===== config.mk =====
export PLATFORM = sky130hd
export DESIGN_NAME = pdsr_delay_line
export DESIGN_NICKNAME = d
export VERILOG_FILES = /design/src/inc/pdsr_pkg.sv /design/src/rtl/pdsr_delay_line.sv
export SDC_FILE = /design/constraint.sdc
export NUM_CORES = 1
export LEC_CHECK = 0
export BUFFER_PORTS_ARGS = -buffer_cell sky130_fd_sc_hd__buf_2
export CORE_ASPECT_RATIO = 0.8
export CORE_UTILIZATION = 40
export CTS_CLUSTER_SIZE = 16
export DETAILED_ROUTE_END_ITERATION = 8
export SYNTH_ARGS = -nofsm -noshare
export SYNTH_HDL_FRONTEND = slang
export SYNTH_SLANG_ARGS = --single-unit

===== constraint.sdc =====
create_clock -name core_clk_in -period 1.9 [get_ports core_clk_in]
set_input_delay 0.285 -clock core_clk_in [delete_from_list [all_inputs] [get_ports core_clk_in]]
set_output_delay 0.285 -clock core_clk_in [all_outputs]
set_load 0.02 [all_outputs]

===== src/inc/pdsr_pkg.sv =====
// constants for the programmable delay shift register
package pdsr_pkg;
  // ----------------------------------------
  // data and control widths
  // ----------------------------------------
  localparam int PDSR_DATA_W = 8;
  localparam int PDSR_CODE_W = 4;
  localparam int PDSR_SEL_W = 5;
  // ----------------------------------------
  // stage counts
  // ----------------------------------------
  localparam logic [4:0] PDSR_SINGLE_BASE = 5'h01;
  localparam logic [4:0] PDSR_SPLIT_BASE = 5'h03;
  localparam logic [4:0] PDSR_SPLIT_FIXED = 5'h12;
  localparam int PDSR_MAX_STAGES = 18;
  // ----------------------------------------
  // reset values and warm-up for checking
  // ----------------------------------------
  localparam logic [3:0] PDSR_CODE_RST = 4'h0;
  localparam logic PDSR_SPLIT_RST = 1'b0;
  localparam logic [7:0] PDSR_OUT_RST = 8'h00;
  localparam logic [4:0] PDSR_WARM_MAX = 5'h1F;
  localparam logic [4:0] PDSR_WARM_OK = 5'h14;
endpackage


===== src/rtl/pdsr_delay_line.sv =====
// byte-wide programmable length delay line, single-group or split variant
`timescale 1ns/10ps

// Functional notes
// every data bit reaches its output unchanged, only delayed
// single-group variant delays all eight bits by one common length
// output delay is programmable in stages
// all sampling and updates on the rising clock edge; reset clears control and output registers asynchronously
// length code is registered; new delay shows on the following edge
// single-group: delay is code plus one, 1 to 16 stages
// split: code plus three; split high fixes upper nibble at 18
// split-mode input picks equal delays or upper nibble held at 18
// length code and split mode registered with data on positive edge
// N stages: captured data appear after the N-th following edge; stages never reset
module pdsr_delay_line
  import pdsr_pkg::*;
#(
  parameter int SPLIT_VARIANT = 0,
  parameter int DATA_W = PDSR_DATA_W
) (
  input wire logic core_clk_in,
  input wire logic rst_in,
  input wire logic [DATA_W-1:0] byte_in,
  input wire logic [PDSR_CODE_W-1:0] delay_length_code_in,
  input wire logic split_nibble_select_in,
  output logic [DATA_W-1:0] byte_out
);

  localparam int HALF_W = DATA_W / 2;

  // ----------------------------------------
  // elaboration checks
  // ----------------------------------------
  if (SPLIT_VARIANT != 0 && SPLIT_VARIANT != 1) begin : g_bad_variant
    $error("SPLIT_VARIANT must be 0 or 1");
  end
  if (DATA_W < 2 || (DATA_W % 2) != 0) begin : g_bad_width
    $error("DATA_W must be even and at least 2");
  end

  // ----------------------------------------
  // length decode
  // ----------------------------------------
  function automatic logic [PDSR_SEL_W-1:0] stage_index(input logic [PDSR_CODE_W-1:0] code,
                                                        input logic [PDSR_SEL_W-1:0] base);
    logic [PDSR_SEL_W-1:0] n;
    n = {1'b0, code} + base;
    stage_index = n - 5'h01;
  endfunction

  // ----------------------------------------
  // state
  // ----------------------------------------
  logic [PDSR_CODE_W-1:0] len_r;
  logic [PDSR_CODE_W-1:0] len_nxt;
  logic split_r;
  logic split_nxt;
  logic [DATA_W-1:0] out_r;
  logic [DATA_W-1:0] out_nxt;
  logic [4:0] warm_r;
  logic [4:0] warm_nxt;
  // hist_r[k] holds the byte captured k edges before the newest capture
  logic [DATA_W-1:0] hist_r [PDSR_MAX_STAGES];
  logic [DATA_W-1:0] hist_nxt [PDSR_MAX_STAGES];
  logic [PDSR_SEL_W-1:0] lo_sel;
  logic [PDSR_SEL_W-1:0] hi_sel;

  // ----------------------------------------
  // control registers and output select
  // ----------------------------------------
  always_comb begin
    len_nxt = delay_length_code_in; // see
    // the single-group part has no split pin; tie the mode low there
    split_nxt = (SPLIT_VARIANT == 1) ? split_nibble_select_in : 1'b0;
    if (SPLIT_VARIANT == 1) begin
      lo_sel = stage_index(len_r, PDSR_SPLIT_BASE);
    end else begin
      lo_sel = stage_index(len_r, PDSR_SINGLE_BASE);
    end
    if (split_r) begin
      hi_sel = PDSR_SPLIT_FIXED - 5'h01; // see
    end else begin
      hi_sel = lo_sel;
    end
    // bits pass untouched; only the tap differs per nibble
    out_nxt = {hist_r[hi_sel][DATA_W-1:HALF_W], hist_r[lo_sel][HALF_W-1:0]}; // see
    warm_nxt = (warm_r == PDSR_WARM_MAX) ? warm_r : warm_r + 5'h01;
  end

  always_ff @(posedge core_clk_in or posedge rst_in) begin
    if (rst_in) begin
      len_r <= PDSR_CODE_RST;
      split_r <= PDSR_SPLIT_RST;
      out_r <= PDSR_OUT_RST[DATA_W-1:0];
      warm_r <= 5'h00;
    end else begin
      len_r <= len_nxt;
      split_r <= split_nxt;
      out_r <= out_nxt;
      warm_r <= warm_nxt;
    end
  end

  // ----------------------------------------
  // data stages
  // ----------------------------------------
  // no reset here: a reset would need a clear on every stage for no gain
  always_comb begin
    hist_nxt[0] = byte_in;
    for (int i = 1; i < PDSR_MAX_STAGES; i++) begin
      hist_nxt[i] = hist_r[i-1];
    end
  end

  always_ff @(posedge core_clk_in) begin
    hist_r <= hist_nxt;
  end

  assign byte_out = out_r;

  // ----------------------------------------
  // assertions
  // ----------------------------------------
  property p_len_capture;
    @(posedge core_clk_in) disable iff (rst_in)
      $past(!rst_in) |-> len_r == $past(delay_length_code_in);
  endproperty
  a_len_capture: assert property (p_len_capture) else $error("length code not registered");

  property p_split_capture;
    @(posedge core_clk_in) disable iff (rst_in)
      ($past(!rst_in) && SPLIT_VARIANT == 1) |-> split_r == $past(split_nibble_select_in);
  endproperty
  a_split_capture: assert property (p_split_capture) else $error("split mode not registered");

  property p_single_min;
    @(posedge core_clk_in) disable iff (rst_in)
      (SPLIT_VARIANT == 0 && warm_r >= PDSR_WARM_OK && $past(len_r) == 4'h0)
        |-> byte_out == $past(byte_in, 2);
  endproperty
  a_single_min: assert property (p_single_min) else $error("code 0 not one stage");

  property p_single_max;
    @(posedge core_clk_in) disable iff (rst_in)
      (SPLIT_VARIANT == 0 && warm_r >= PDSR_WARM_OK && $past(len_r) == 4'hF)
        |-> byte_out == $past(byte_in, 17);
  endproperty
  a_single_max: assert property (p_single_max) else $error("code F not sixteen stages");

  property p_single_mid;
    @(posedge core_clk_in) disable iff (rst_in)
      (SPLIT_VARIANT == 0 && warm_r >= PDSR_WARM_OK && $past(len_r) == 4'h7)
        |-> byte_out == $past(byte_in, 9);
  endproperty
  a_single_mid: assert property (p_single_mid) else $error("code 7 not eight stages");

  property p_split_equal;
    @(posedge core_clk_in) disable iff (rst_in)
      (SPLIT_VARIANT == 1 && warm_r >= PDSR_WARM_OK && $past(len_r) == 4'h0 && !$past(split_r))
        |-> byte_out == $past(byte_in, 4);
  endproperty
  a_split_equal: assert property (p_split_equal) else $error("split code 0 not three stages");

  property p_split_high_fixed;
    @(posedge core_clk_in) disable iff (rst_in)
      (SPLIT_VARIANT == 1 && warm_r >= PDSR_WARM_OK && $past(split_r))
        |-> byte_out[DATA_W-1:HALF_W] == $past(byte_in[DATA_W-1:HALF_W], 19);
  endproperty
  a_split_high_fixed: assert property (p_split_high_fixed) else $error("upper nibble not 18");

  property p_split_low_follows;
    @(posedge core_clk_in) disable iff (rst_in)
      (SPLIT_VARIANT == 1 && warm_r >= PDSR_WARM_OK && $past(split_r) && $past(len_r) == 4'h1)
        |-> byte_out[HALF_W-1:0] == $past(byte_in[HALF_W-1:0], 5);
  endproperty
  a_split_low_follows: assert property (p_split_low_follows) else $error("lower nibble wrong");

  property p_new_code_next_edge;
    @(posedge core_clk_in) disable iff (rst_in)
      (SPLIT_VARIANT == 0 && warm_r >= PDSR_WARM_OK && delay_length_code_in == 4'h2)
        ##1 1'b1 |=> byte_out == $past(byte_in, 4);
  endproperty
  a_new_code_next_edge: assert property (p_new_code_next_edge) else $error("code late");

  property p_stage_shift;
    @(posedge core_clk_in) disable iff (rst_in)
      warm_r >= PDSR_WARM_OK |-> hist_r[PDSR_MAX_STAGES-1] == $past(byte_in, PDSR_MAX_STAGES);
  endproperty
  a_stage_shift: assert property (p_stage_shift) else $error("stages altered data"); // see

endmodule


==> results.py, run 1 <==
metrics = {
    "global_route": {
        "antenna_found_initial": 0,
        "first_global_vias": 1987,
        "grt_overflow": 0,
        "grt_usage_pct": 13.71,
        "grt_max_degree": 33,
        "grt_pass1_wl_um": 9991,
    },
    "synthesis": {
        "synth_fa_ha_area_share_pct": 0,
        "muxShareOfSynthArea_pct": 19.83,
        "synth.distinct_cells": 15,
        "yosys_warnings": 0,
        "synth-xor-area-share_pct": 0,
        "syn_avg_cell_area_um2": 18.48,
        "ys_seq_elements": 140,
        "synth_compound_area_share_pct": 3.080,
        "yosysTopAreaCell": "dfxtp_1",
        "yosysSeqAreaShare_pct": 73.40,
        "yosys-top-cells-area": "dfxtp_1, mux4_2, mux4_1, dfrtp_1, a22oi_1",
        "netlist.area_leader.share_pct": 65.70,
        "synth_nets": 226,
        "synth_cells": 211,
        "synth_area_um2": 3900,
        "synth_top_family_by_area": "multiplexers",
        "synthSimpleGateAreaFrac_pct": 1.380,
    },
    "power_and_ir_drop": {
        "clkPwrFrac_pct": 47.7,
        "p_leak_nw": 2.023,
        "seqPwrFrac_pct": 47.5,
        "p_sw_share_pct": 20.32,
        "power.density_nw_per_um2": 1379,
        "peakVddDrop_mv": 0.7692,
        "p_int_mw": 5.334,
        "combPwrFrac_pct": 4.7,
        "finalPower_mw": 6.694,
        "netSwitchingPower_mw": 1.360,
    },
    "floorplanning": {
        "die_w_um": 112.4,
        "rows": 31,
        "fp.dieArea_um2": 10150,
        "boundaryPins": 23,
        "core_area_um2": 9270,
        "die_h_um": 90.32,
        "start_util_pct": 42.07,
    },
    "layout": {
        "drive_above_1_share_pct": 27.47,
        "antennaDiodeCount": 0,
        "nets": 275,
        "syn2layout_area_growth_pct": 24.51,
        "final_common_cell": "dfxtp_1",
        "layout_common_cells": "dfxtp_1, buf_2, mux4_2",
    },
    "drt": {
        "drc": 0,
        "drtIter0Drc": 73,
        "vias_per_cell": 4.683,
        "vias": 1817,
        "routed_wl_um": 5888,
        "drt-pass1-iter-count": 4,
        "wl_per_cell_um": 15.18,
        "drtAntennaViolNets": 0,
    },
    "sta": {
        "fin_worst_skew_ns": 0.006767,
        "setup_viol": 0,
        "worst_slew_pin_slew_ns": 0.5996,
        "fin_tns_setup_ns": 0,
        "slew_headroom_pct": 59.98,
        "fmax_mhz": 600.7,
        "hold_viol": 0,
        "fin_crit_sh_pct": 87.62,
        "drv_slew": 0,
        "layout_min_cycle_time_ns": 1.665,
        "rsz0062_at_grt": "false",
    },
    "worst_hold_path": {
        "whs_path_depth": 0,
        "min_path_type": "reg2reg",
        "hold_start": "hist_nxt[122]",
    },
    "critical_path": {
        "crit_path_cell_trace": "buf_12 -> mux4_1 -> a22oi_1 -> nand2_1",
        "critPathCaptureType": "flip-flop",
        "crit_buf_inv": 1,
        "crit_cells": 4,
        "startpoint": "len_r[0]",
        "timing.rr.start": "len_r[0]",
        "start_kind": "flip-flop",
        "slowest_stage": "mux4_1",
        "max_stage_delay_ns": 0.61,
        "required_ns": 2.18,
        "cp_max_fo": 27,
        "reg2reg_depth": 4,
        "crit_type": "reg2reg",
        "arrival_ns": 1.94,
        "critical-path-top-delay-family": "multiplexers",
    },
    "clock_network": {
        "cts.reportedPaths.clkPinSlew_ns": 0.06,
        "cts_buffers": 17,
        "cts_root_buf": "clkbuf_16",
        "postCtsHoldBufs": 13,
        "cts_resized": 0,
        "cts_num_sinks": 140,
        "clockBufferDepth": 2,
        "post-cts-setup-buffers": 0,
        "htree_num_levels": 4,
        "clock_latency_ns": 0.40,
        "cts_tree": "yes",
    },
    "placed_design": {
        "gp_congestion": 0.6339,
        "io_buffers": 21,
        "dp_hpwl_um": 3390,
    },
    "outcome": {
        "outcome": "completed",
    },
    "flow_run": {
        "cap_violations": 0,
    },
}
[flip-flops by register name, indices dropped and copies added (netlist names)]
| name | count |
|---|---|
| len_r | 4 |
| hist_nxt | 128 |
| byte_out | 8 |
[synth_stat cells, drive strengths merged]
| cell | n |
|---|---|
| nand2 | 8 |
| inv | 1 |
| mux4 | 32 |
| and2 | 1 |
| nor2 | 1 |
| and2b | 1 |
| nor2b | 1 |
| dfrtp | 12 |
| buf | 7 |
| dfxtp | 128 |
| a22oi | 16 |
| clkdlybuf4s25 | 3 |
[final timing paths]
path	endpoint	slack, ns
min reg2reg	hist_nxt[114]	0.34
max	byte_out[2]	0.24
max reg2reg	byte_out[2]	0.24
min in group asynchronous	byte_out[1]	0.50
max in group asynchronous	len_r[0]	0.97
min	hist_nxt[114]	0.34
[stage by stage]
stage | util, % | std cells | worst slack [ns] | area (um2) | hold WS, ns
3_5_place_dp | 44.59 | 343 | 0.2119 | 4134 | 0.3291
5_1_grt | 52.38 | 388 | 0.1132 | 4856 | 0.3462
4_1_cts | 52.38 | 388 | 0.2033 | 4856 | 0.3392
3_3_place_gp | 44.59 | 343 | 0.2066 | 4134 | 0.3245
2_1_floorplan | - | 211 | 0.4155 | 3900 | 0.1497
6_report | 52.38 | 388 | 0.2352 | 4856 | 0.3385
[area by class of cell]
class	count	area (um2)
tap	115	143.9
sequential	140	2864
inverter	1	3.754
fill	732	4414
clock inverter	9	113.9
clock buffer	23	478.0
timing repair buffer	40	305.3
multi-input combinational	60	947.2
[routing by layer]
metal	vias to the layer above	global-route usage, %	routed length [um]
met5	-	0	0
met4	0	6.333	46
met3	4	6.779	310
met2	35	19.67	2592
met1	891	17.34	2939
li1	887	-	-
[kinds of logic after synthesis]
kind of cell / Yosys count
compound gates: 16
buf+inv: 11
flops: 140
mux: 32
simple gates: 12
[power groups by stage]
stage	clock, mW	sequential (mW)	combinational [mW]
after detailed placement	0	3.24	0.302
after global placement	0	3.24	0.300
final	3.20	3.18	0.317
after CTS	3.25	3.18	0.323
after global routing	3.39	3.20	0.345
after floorplan	0	3.25	0.193
No activity file was read; power rests on OpenSTA's default activity.
==> inputs of run 2 (changes only) <==
Clock period 1.9 ns to 2.1 ns, I/O delays scaled along.
==> results.py, run 2 (synthesis gave the netlist of run 1 again) <==
metrics = {
    "sta": {
        "fmax_mhz": 577.7,
        "slew_headroom_pct": 57.28,
        "rsz0062_at_grt": "false",
        "fin_crit_sh_pct": 82.42,
        "fin_tns_setup_ns": 0,
        "setup_viol": 0,
        "worst_slew_pin_slew_ns": 0.6401,
        "hold_viol": 0,
        "drv_slew": 0,
        "layout_min_cycle_time_ns": 1.731,
        "fin_worst_skew_ns": 0.007439,
        "holdWs_ns": 0.01635,
    },
    "layout": {
        "fin_util_pct": 51.99,
        "syn2layout_area_growth_pct": 23.58,
        "antennaDiodeCount": 0,
        "drive_above_1_share_pct": 28.04,
        "final_common_cell": "dfxtp_1",
        "stdcell_area_um2": 4820,
        "largest_reg_flops": 128,
        "layout_common_cells": "dfxtp_1, buf_2, mux4_2",
        "nets": 273,
    },
    "floorplanning": {
        "die_w_um": 112.4,
        "core_area_um2": 9270,
        "start_util_pct": 42.07,
        "boundaryPins": 23,
        "fp.dieArea_um2": 10150,
        "rows": 31,
        "die_h_um": 90.32,
    },
    "clock_network": {
        "clockBufferDepth": 2,
        "cts_root_buf": "clkbuf_16",
        "cts_buffers": 17,
        "clock_latency_ns": 0.41,
        "cts_tree": "yes",
        "cts_num_sinks": 140,
        "cts.reportedPaths.clkPinSlew_ns": 0.05,
        "htree_num_levels": 4,
        "post-cts-setup-buffers": 0,
    },
    "power_and_ir_drop": {
        "p_sw_share_pct": 20.61,
        "clkPwrFrac_pct": 46.8,
        "netSwitchingPower_mw": 1.226,
        "p_leak_nw": 2.009,
        "power.density_nw_per_um2": 1235,
        "p_int_mw": 4.725,
        "peakVddDrop_mv": 0.8119,
        "combPwrFrac_pct": 4.8,
        "finalPower_mw": 5.951,
        "seqPwrFrac_pct": 48.4,
    },
    "placed_design": {
        "placed_area_um2": 4126,
        "gp_congestion": 0.6368,
        "dp_hpwl_um": 3345,
        "io_buffers": 21,
    },
    "global_route": {
        "grt_overflow": 0,
        "antenna_found_initial": 0,
        "grt_pass1_wl_um": 9901,
        "grt_max_degree": 33,
        "grt_usage_pct": 13.58,
        "first_global_vias": 1970,
    },
    "drt": {
        "drt-pass1-iter-count": 4,
        "vias_per_cell": 4.782,
        "vias": 1846,
        "drtAntennaViolNets": 0,
        "drtIter0Drc": 63,
        "routed_wl_um": 5773,
        "drc": 0,
        "wl_per_cell_um": 14.96,
    },
    "critical_path": {
        "max_stage_delay_ns": 0.60,
        "crit_buf_inv": 1,
        "start_kind": "flip-flop",
        "critical-path-top-delay-family": "multiplexers",
        "crit_path_cell_trace": "buf_12 -> mux4_1 -> a22oi_1 -> nand2_1",
        "critPathCaptureType": "flip-flop",
        "slowest_stage": "mux4_1",
        "cp_max_fo": 24,
        "required_ns": 2.38,
        "crit_type": "reg2reg",
        "arrival_ns": 2.01,
    },
    "outcome": {
        "outcome": "completed",
    },
    "flow_run": {
        "cap_violations": 0,
    },
    "worst_hold_path": {
        "min_path_type": "in2reg",
    },
}
## run 2: path summary, 6_finish.rpt
kind / cells after the start / from / to / slack [ns]
max in group asynchronous: 3 / rst_in / len_r[0] / 1.10
worst min-delay path: 1 / delay_length_code_in[1] / len_r[1] / 0.02
worst max register to register: 4 / len_r[0] / byte_out[0] / 0.37
min in group asynchronous: 3 / rst_in / len_r[3] / 0.54
worst min register to register: 0 / hist_nxt[91] / hist_nxt[83] / 0.34
worst max-delay path: 4 / len_r[0] / byte_out[0] / 0.37
## run 2: final cells by class
class	instances	area [um2]
tap	115	143.9
fill	740	4451
clock inverter	10	88.84
clock buffer	22	484.2
inverter	1	3.754
timing repair buffer	38	287.8
sequential	140	2864
multi-input combinational	60	947.2
## run 2: repair_timing
action                                 CTS  global route
hold buffers                            12             0
endpoints found under the hold margin   14             0
resized for setup                        0             0
## run 2: metal layers
metal	vias to the layer above	global-route usage [%]	share of wire (%)
met5	-	0	0
met4	0	9.333	2.6
met3	13	5.034	4.9
met2	38	19.25	44
met1	910	17.26	49
li1	885	-	-
## run 2: worst reg2reg max path: stages (launching register included)
cell and delay, ns:
dfrtp_2 0.38, buf_12 0.22, mux4_1 0.61, a22oi_1 0.32, nand2_1 0.09
## run 2: through the flow
| stage | worst slack, ns | std cells |
|---|---|---|
| 6_report | 0.3691 | 386 |
| 5_1_grt | 0.2819 | 386 |
| 4_1_cts | 0.3814 | 386 |
| 3_5_place_dp | 0.4153 | 342 |
| 3_3_place_gp | 0.3915 | 342 |
| 2_1_floorplan | 0.6155 | 211 |
## run 2: power by group through the flow
stage,clock network (mW),logic (mW),registers [mW]
after CTS,2.85,0.290,2.88
after global routing,2.99,0.308,2.90
after floorplan,0,0.175,2.94
after global placement,0,0.270,2.93
final,2.79,0.285,2.88
after detailed placement,0,0.272,2.94
